## src/smtr_regs.svh

```systemverilog
/*
  register offsets, field positions, reset values and timing counts for the
  static memory mode/timing configuration block.
  assumes a plain word-addressed register port with byte offsets.
*/
`ifndef SMTR_REGS_SVH
`define SMTR_REGS_SVH

`define SMTR_ADDR_W          8
`define SMTR_OFS_DIRECT_CMD  8'h10
`define SMTR_OFS_SET_CYCLES  8'h14
`define SMTR_OFS_MODE_STAGE  8'h18
`define SMTR_OFS_CS_TIMING0  8'h00
`define SMTR_OFS_CS_MODE0    8'h40
// per-chip-select stride between readback words
`define SMTR_CS_STRIDE       8'h04
`define SMTR_NUM_CS          4

// mode staging fields
`define SMTR_ADV_BIT         11
`define SMTR_BL_HI           5
`define SMTR_BL_LO           3
`define SMTR_MW_HI           1
`define SMTR_MW_LO           0
// direct command fields
`define SMTR_CS_HI           25
`define SMTR_CS_LO           23
`define SMTR_CMD_HI          22
`define SMTR_CMD_LO          21
`define SMTR_CMD_UPDATE      2'h2
// timing fields
`define SMTR_TR_HI           19
`define SMTR_TR_LO           17
`define SMTR_WP_HI           13
`define SMTR_WP_LO           11
`define SMTR_CEOE_HI         10
`define SMTR_CEOE_LO         8
`define SMTR_WC_HI           7
`define SMTR_WC_LO           4
`define SMTR_RC_HI           3
`define SMTR_RC_LO           0
// reset values of the active sets
`define SMTR_TIMING_RST      20'h2b3cc
`define SMTR_MODE_RST        6'h21

`endif

```

## src/smtr_pkg.sv

```systemverilog
/*
  types shared by the static memory mode/timing configuration block.
  assumes the constants header is included by the users.
*/
package smtr_pkg;
  typedef logic [19:0] smtr_timing_t;
  // mode set: adv, burst[2:0], width[1:0]
  typedef logic [5:0]  smtr_mode_t;
  typedef enum logic [1:0]
  {
    SMTR_BL_ONE  = 2'h1,
    SMTR_BL_FOUR = 2'h2
  } smtr_burst_t;
  typedef enum logic [2:0]
  {
    SMTR_IDLE  = 3'h1,
    SMTR_LOAD  = 3'h2,
    SMTR_DONE  = 3'h4
  } smtr_state_t;
endpackage

```

## src/smtr_cs_bank.sv

```systemverilog
/*
  per-chip-select active configuration store.
  assumes load strobes come from the register block on the same clock.
*/
`timescale 1ns/10ps
`include "smtr_regs.svh"
module smtr_cs_bank
  import smtr_pkg::*;
(
  input  wire logic          clk,        // system clock
  input  wire logic          rst_n,      // async reset
  input  wire logic          load,       // update pulse
  input  wire logic [1:0]    sel,        // target chip select
  input  wire smtr_timing_t  timing_in,  // staged timing
  input  wire smtr_mode_t    mode_in,    // staged mode
  input  wire logic [1:0]    rd_sel,     // readback select
  output smtr_timing_t       timing_out, // active timing of rd_sel
  output smtr_mode_t         mode_out    // active mode of rd_sel
);
  smtr_timing_t timing_reg [`SMTR_NUM_CS];
  smtr_mode_t   mode_reg   [`SMTR_NUM_CS];

  // one active set per chip select, loaded only by the update pulse
  always_ff @(posedge clk or negedge rst_n)
  begin
    if (!rst_n)
    begin
      for (int i = 0; i < `SMTR_NUM_CS; i++)
      begin
        timing_reg[i] <= `SMTR_TIMING_RST;
        mode_reg[i]   <= `SMTR_MODE_RST;
      end
    end
    else if (load)
    begin
      timing_reg[sel] <= timing_in;
      mode_reg[sel]   <= mode_in;
    end
  end

  assign timing_out = timing_reg[rd_sel];
  assign mode_out   = mode_reg[rd_sel];
endmodule // smtr_cs_bank

```

## src/smtr_static_mem_cfg.sv

```systemverilog
/*
  register port of the static memory mode and timing configuration: staging
  registers, update command and per-chip-select readback.
  assumes a single-cycle strobe master on REF_CLK; read data one cycle later.
*/
// Function
// - address latch used when mode bit 11 set
// - read burst length from mode bits 5-3
// - data bus width from mode bits 1-0
// - staged values apply only on update command
// - command type 10 means update
// - select field names chip select 0-3
// - timings counted in half-rate controller clocks
// - turnaround readback in bits 19-17
// - write pulse 13-11, oe delay 10-8
// - write cycle readback in bits 7-4
// - read cycle readback in bits 3-0
`timescale 1ns/10ps
`include "smtr_regs.svh"
module smtr_static_mem_cfg
  import smtr_pkg::*;
(
  input  wire logic        REF_CLK,   // 40 MHz system clock
  input  wire logic        RSTN,      // async reset, active low
  input  wire logic [7:0]  ADDR,      // register byte address
  input  wire logic [31:0] WDATA,     // write data
  input  wire logic        WR,        // write strobe
  input  wire logic        RD,        // read strobe
  output logic      [31:0] RDATA,     // read data, cycle after RD
  output logic             MEMCTL_CLOCK, // controller clock, fsys/2
  output logic             ALE_USED,  // cs0 address latch enable in use
  output logic [2:0]       READ_BURST_LENGTH, // cs0 burst code
  output logic [1:0]       BUS_WIDTH_SELECT,  // cs0 width code
  output logic             UPDATE_DONE // pulse after an update load
);
  smtr_timing_t cycles_stage_reg;
  smtr_mode_t   mode_stage_reg;
  smtr_state_t  state_reg;
  logic [1:0]   cs_sel_reg;
  logic         load;
  logic [1:0]   rd_sel;
  smtr_timing_t timing_rd;
  smtr_mode_t   mode_rd;
  smtr_mode_t   mode_cs0;
  logic         cmd_ok;

  // half-rate controller clock; all timing codes count its periods
  always_ff @(posedge REF_CLK or negedge RSTN)
  begin
    if (!RSTN)
      MEMCTL_CLOCK <= 1'b0;
    else
      MEMCTL_CLOCK <= ~MEMCTL_CLOCK;
  end

  // staging writes; bits above 19 and unused mode bits are dropped, timing bits 16-14 are kept
  always_ff @(posedge REF_CLK or negedge RSTN)
  begin
    if (!RSTN)
    begin
      cycles_stage_reg <= `SMTR_TIMING_RST;
      mode_stage_reg   <= `SMTR_MODE_RST;
    end
    else if (WR && ADDR == `SMTR_OFS_SET_CYCLES)
      cycles_stage_reg <= WDATA[19:0];
    else if (WR && ADDR == `SMTR_OFS_MODE_STAGE)
    begin
      mode_stage_reg <= {WDATA[`SMTR_ADV_BIT],
                         WDATA[`SMTR_BL_HI:`SMTR_BL_LO],
                         WDATA[`SMTR_MW_HI:`SMTR_MW_LO]};
    end
  end

  // prohibited command type or select codes are ignored outright
  assign cmd_ok = WR && ADDR == `SMTR_OFS_DIRECT_CMD
                  && WDATA[`SMTR_CMD_HI:`SMTR_CMD_LO] == `SMTR_CMD_UPDATE
                  && WDATA[`SMTR_CS_HI] == 1'b0;

  // update sequencer: capture select, load one cycle later, then report
  always_ff @(posedge REF_CLK or negedge RSTN)
  begin
    if (!RSTN)
    begin
      state_reg  <= SMTR_IDLE;
      cs_sel_reg <= 2'h0;
    end
    else
    begin
      case (state_reg)
        SMTR_IDLE:
          if (cmd_ok)
          begin
            state_reg  <= SMTR_LOAD;
            cs_sel_reg <= WDATA[`SMTR_CS_LO+1:`SMTR_CS_LO];
          end
        SMTR_LOAD:
          state_reg <= SMTR_DONE;
        SMTR_DONE:
          state_reg <= SMTR_IDLE;
        default:
          state_reg <= SMTR_IDLE;
      endcase
    end
  end

  assign load        = (state_reg == SMTR_LOAD);
  assign UPDATE_DONE = (state_reg == SMTR_DONE);

  // readback select from address, bits 3-2 give the chip select
  assign rd_sel = ADDR[3:2];

  smtr_cs_bank u_bank
  (
    .clk        (REF_CLK),
    .rst_n      (RSTN),
    .load       (load),
    .sel        (cs_sel_reg),
    .timing_in  (cycles_stage_reg),
    .mode_in    (mode_stage_reg),
    .rd_sel     (rd_sel),
    .timing_out (timing_rd),
    .mode_out   (mode_rd)
  );

  // cs0 mode view for the bus engine, kept registered
  smtr_cs_bank u_bank0
  (
    .clk        (REF_CLK),
    .rst_n      (RSTN),
    .load       (load && cs_sel_reg == 2'h0),
    .sel        (2'h0),
    .timing_in  (cycles_stage_reg),
    .mode_in    (mode_stage_reg),
    .rd_sel     (2'h0),
    .timing_out (),
    .mode_out   (mode_cs0)
  );

  // cs0 mode outputs drive the external waveform logic
  always_ff @(posedge REF_CLK or negedge RSTN)
  begin
    if (!RSTN)
    begin
      ALE_USED          <= 1'b1;
      READ_BURST_LENGTH <= 3'h0;
      BUS_WIDTH_SELECT  <= 2'h1;
    end
    else
    begin
      ALE_USED          <= mode_cs0[5];
      READ_BURST_LENGTH <= mode_cs0[4:2];
      BUS_WIDTH_SELECT  <= mode_cs0[1:0];
    end
  end

  // read mux; unused middle timing bits read zero, staging reads zero
  always_ff @(posedge REF_CLK or negedge RSTN)
  begin
    if (!RSTN)
      RDATA <= 32'h0;
    // mode readback words, one per chip select
    else if (RD && ADDR[7:4] == 4'h4)
      RDATA <= {20'h0, mode_rd[5], 5'h0, mode_rd[4:2], 1'b0, mode_rd[1:0]};
    else if (RD && ADDR[7:4] == 4'h0 && ADDR[1:0] == 2'h0)
      RDATA <= {12'h0, timing_rd[`SMTR_TR_HI:`SMTR_TR_LO],
                3'h0,
                timing_rd[`SMTR_WP_HI:`SMTR_CEOE_LO],
                timing_rd[`SMTR_WC_HI:`SMTR_WC_LO],
                timing_rd[`SMTR_RC_HI:`SMTR_RC_LO]};
    else if (RD)
      RDATA <= 32'h0;
  end

  // assertions
  a_update_loads_stage:
    assert property (@(posedge REF_CLK) disable iff (!RSTN)
      cmd_ok && state_reg == SMTR_IDLE |=> load ##1 UPDATE_DONE)
    else $error("update command did not load");
  // watched on the bus itself, so a broken command decode still trips these
  a_bad_cmd_ignored:
    assert property (@(posedge REF_CLK) disable iff (!RSTN)
      WR && ADDR == `SMTR_OFS_DIRECT_CMD && WDATA[`SMTR_CMD_HI:`SMTR_CMD_LO] != `SMTR_CMD_UPDATE |=> !load)
    else $error("load without update command");
  a_bad_sel_ignored:
    assert property (@(posedge REF_CLK) disable iff (!RSTN)
      WR && ADDR == `SMTR_OFS_DIRECT_CMD && WDATA[`SMTR_CS_HI] |=> !load)
    else $error("load from prohibited select");
  a_load_needs_cmd:
    assert property (@(posedge REF_CLK) disable iff (!RSTN)
      load |-> $past(WR) && $past(ADDR) == `SMTR_OFS_DIRECT_CMD)
    else $error("load with no command before it");
  a_ctl_clock_half:
    assert property (@(posedge REF_CLK) disable iff (!RSTN)
      MEMCTL_CLOCK |=> !MEMCTL_CLOCK ##1 MEMCTL_CLOCK)
    else $error("controller clock not half rate");
  a_cs0_ale_follow:
    assert property (@(posedge REF_CLK) disable iff (!RSTN)
      load && cs_sel_reg == 2'h0 |=> ##1 ALE_USED == $past(mode_stage_reg[5], 2))
    else $error("ale use not loaded");
  a_cs0_burst_follow:
    assert property (@(posedge REF_CLK) disable iff (!RSTN)
      load && cs_sel_reg == 2'h0 |=> ##1 READ_BURST_LENGTH == $past(mode_stage_reg[4:2], 2))
    else $error("burst length not loaded");
  a_cs0_width_follow:
    assert property (@(posedge REF_CLK) disable iff (!RSTN)
      load && cs_sel_reg == 2'h0 |=> ##1 BUS_WIDTH_SELECT == $past(mode_stage_reg[1:0], 2))
    else $error("bus width not loaded");
  a_timing_readback:
    assert property (@(posedge REF_CLK) disable iff (!RSTN)
      RD && ADDR == `SMTR_OFS_CS_TIMING0 |=> RDATA[19:17] == $past(timing_rd[19:17]))
    else $error("turnaround readback wrong");
  a_timing_low_bits:
    assert property (@(posedge REF_CLK) disable iff (!RSTN)
      RD && ADDR == `SMTR_OFS_CS_TIMING0 |=> RDATA[13:0] == $past(timing_rd[13:0]))
    else $error("timing readback wrong");
  // every chip select word, not only cs0; middle bits are defined as zero here
  a_cs_timing_all:
    assert property (@(posedge REF_CLK) disable iff (!RSTN)
      RD && ADDR[7:4] == 4'h0 && ADDR[1:0] == 2'h0 |=> RDATA[19:17] == $past(timing_rd[19:17])
        && RDATA[16:14] == 3'h0 && RDATA[13:0] == $past(timing_rd[13:0]))
    else $error("chip select timing readback wrong");
  a_mode_readback:
    assert property (@(posedge REF_CLK) disable iff (!RSTN)
      RD && ADDR[7:4] == 4'h4 |=> RDATA[11] == $past(mode_rd[5]) && RDATA[5:3] == $past(mode_rd[4:2])
        && RDATA[1:0] == $past(mode_rd[1:0]))
    else $error("mode readback wrong");
endmodule // smtr_static_mem_cfg

```

## config.mk

```make
export PLATFORM = sky130hd
export DESIGN_NAME = smtr_static_mem_cfg
export DESIGN_NICKNAME = d
export VERILOG_FILES = /design/src/smtr_pkg.sv /design/src/smtr_cs_bank.sv /design/src/smtr_static_mem_cfg.sv
export VERILOG_INCLUDE_DIRS = /design/src
export SDC_FILE = /design/constraint.sdc
export NUM_CORES = 1
export LEC_CHECK = 0
export BUFFER_PORTS_ARGS = -buffer_cell sky130_fd_sc_hd__buf_2
export CAP_MARGIN = 20
export CORE_MARGIN = 1.5
export CORE_UTILIZATION = 41
export CTS_CLUSTER_DIAMETER = 100
export CTS_CLUSTER_SIZE = 12
export DETAILED_ROUTE_END_ITERATION = 12
export GPL_TIMING_DRIVEN = 1
export PLACE_DENSITY = 0.57
export REMOVE_ABC_BUFFERS = 1
export SYNTH_ARGS = -nofsm -noshare
export SYNTH_HDL_FRONTEND = slang
export SYNTH_HIERARCHICAL = 1
export SYNTH_SLANG_ARGS = --single-unit
export TNS_END_PERCENT = 30
```

## constraint.sdc

```tcl
create_clock -name REF_CLK -period 3.6 [get_ports REF_CLK]
set_input_delay 0.18 -clock REF_CLK [delete_from_list [all_inputs] [get_ports REF_CLK]]
set_output_delay 0.18 -clock REF_CLK [all_outputs]
set_load 0.03 [all_outputs]
```

==> reports/results.tsv <==
stage	metric	value	unit
run_status	status	finished clean	
pwr	powerDensity	464	nW/um^2
finish	stdcell_count	765	
worst_setup_path	critPathRequiredTime	3910	ps
sta	fmax	419	MHz
drt	drt_iter0_drc	192	
global_routing	grt_pass1_wl	23.0	mm
sta	setup_viol	0	
place	dp.cells	718	
floorplan	dieArea	18900	um^2
sta	maxSlewViolCount	0	
worst_setup_path	r2r-end	u_bank0/mode_reg[19]$_DFFE_PN0P_	
cts	cts-root-buf	clkbuf_16	
pwr	switching_power	848	uW
finish	mostFrequentLayoutCells	mux2_2 (141), dfrtp_1 (102), dfstp_2 (66)	
cts	cts_tree	built	
yosys	syn_avg_cell_area	16.5	um^2
pwr	ir_worst_vdd	0.345	mV
worst_setup_path	rr_worst_depth	5	
sta	tightestPinTransition	967	ps
sta	setup_tns	0	ps
floorplan	io_pins	84	
global_routing	grt_overflow_total	0	
pwr	p_sw_frac	0.213	
finish	drive_gt1_frac	0.654	
cts	ctsResizeCount	0	
run	cap_violations	0	
floorplan	initial_core_util	0.423	
sta	fin_crit	2390	ps
global_routing	antenna_found_initial	0	
pwr	p_leak	4.06	nW
yosys	yosysWarnings	6	
sta	worst_slack	1210	ps
yosys	syn_area	7400	um^2
pwr	p_int	3.13	mW
worst_setup_path	start_kind	flip-flop	
pwr	power_frac_comb	0.039	
drt	avgRoutedWirePerCell	18.7	um
min_path	holdPathStages	2	
sta	hold_viol	0	
finish	nets	571	
finish	antenna_cells	0	
pwr	total_power	3.98	mW
worst_setup_path	critPathMaxFanout	6	
worst_setup_path	cp-end-kind	flip-flop	
finish	area_growth	16.0	%
drt	vias	4023	
cts	insertion_delay	430	ps
place	dpl_cell_area	7810	um^2
sta	rsz0062_at_grt	false	
place	port_buffers	58	
finish	final_common_cell	mux2_2	
worst_setup_path	r2r_slack	1210	ps
min_path	min-delay-start	WDATA[4]	
sta	finalCritPeriodShare	0.664	
floorplan	core_area	17500	um^2
cts	cts_sinks	168	
cts	clk_path_buf_depth	2	
place	place_ws	1230	ps
floorplan	die_x	137	um
cts	clkTransAtPathRegs	60	ps
floorplan	die_h	137	um
cts	cts_buffers	17	
finish	largest_reg_flops	68	
drt	drc	0	
drt	vias_per_cell	5.26	
pwr	p_clk_frac	0.476	
yosys	synthCells	448	
cts	htreeDepth	4	
worst_setup_path	r2r-start	state_reg[2]$_DFFE_PN0P_	
sta	relSlewSlack	0.353	
global_routing	grt_pass1_vias	4206	
pwr	p_seq_frac	0.484	
finish	fin_area	8590	um^2
drt	drtPass1Iterations	4	
drt	drt-total-wl	14.3	mm
global_routing	grt_usage	0.167	
worst_setup_path	crit_type	flip-flop to flip-flop	
min_path	hold_class	input port to flip-flop	
floorplan	rows	48	
place	hpwl	8.42	mm
min_path	worstHoldEndpoint	mode_stage_reg[3]$_DFFE_PN0P_	
place	globalplace.congestion	0.689	
worst_setup_path	arrival	2700	ps
global_routing	grt_max_degree	94	
sta	skew	8.13	ps
drt	antenna_left	0	
repair_timing:
item	in CTS	in global routing
buffers inserted	0	0
hold endpoints to repair	70	0
hold buffers	15	0
power by group through the flow:
| stage | sequential [mW] | combinational [mW] | clock [mW] |
|---|---|---|---|
| after floorplan | 1.95 | 0.0548 | 0 |
| after global placement | 1.96 | 0.143 | 0 |
| after detailed placement | 1.96 | 0.147 | 0 |
| after CTS | 1.93 | 0.159 | 1.95 |
| after global routing | 1.93 | 0.174 | 2.03 |
| final | 1.93 | 0.157 | 1.90 |
metal layers:
layer | global-route usage | vias to the layer above | share of wire
li1 | - | 1778 | -
met1 | 0.237 | 2141 | 0.48
met2 | 0.255 | 86 | 0.47
met3 | 0.0368 | 18 | 0.040
met4 | 0.0561 | 0 | 0.013
met5 | 0 | - | 0
stage by stage:
stage | util | hold slack (ps)
2_1_floorplan | - | -116
3_3_place_gp | 0.447 | 307
3_5_place_dp | 0.447 | 323
4_1_cts | 0.491 | 0.662
5_1_grt | 0.491 | 1.21
6_report | 0.491 | 20.5
worst max path at each step:
stage	startpoint	depth (start not counted)	endpoint	slack [ps]
final	state_reg[2]$_DFFE_PN0P_	5	u_bank0/mode_reg[19]$_DFFE_PN0P_	1210
after global routing	state_reg[2]$_DFFE_PN0P_	5	u_bank0/mode_reg[22]$_DFFE_PN0P_	1030
after CTS	state_reg[2]$_DFFE_PN0P_	5	u_bank0/mode_reg[19]$_DFFE_PN0P_	1210
after detailed placement	state_reg[2]$_DFFE_PN0P_	5	u_bank0/mode_reg[21]$_DFFE_PN0P_	1230
after global placement	state_reg[2]$_DFFE_PN0P_	5	u_bank0/mode_reg[19]$_DFFE_PN0P_	1310
after floorplan	state_reg[2]$_DFFE_PN0P_	4	u_bank0/mode_reg[19]$_DFFE_PN0P_	1260
worst max-delay path: stages (launching register included):
cell,delay [ps]
dfrtp_1,400
nor3b_1,190
buf_4,180
nor3b_1,580
nor3b_4,530
mux2_2,390
final cells by class:
type                    instances  area [um^2]
fillers                      1491         8890
flip-flops and latches        168         4290
multi-input cells             259         2880
repair buffers                 79          504
clock buffers                  22          485
well taps                     225          282
clock inverters                10          141
inverters                       2         7.51
Note: power is estimated with default switching activity, not from simulation.
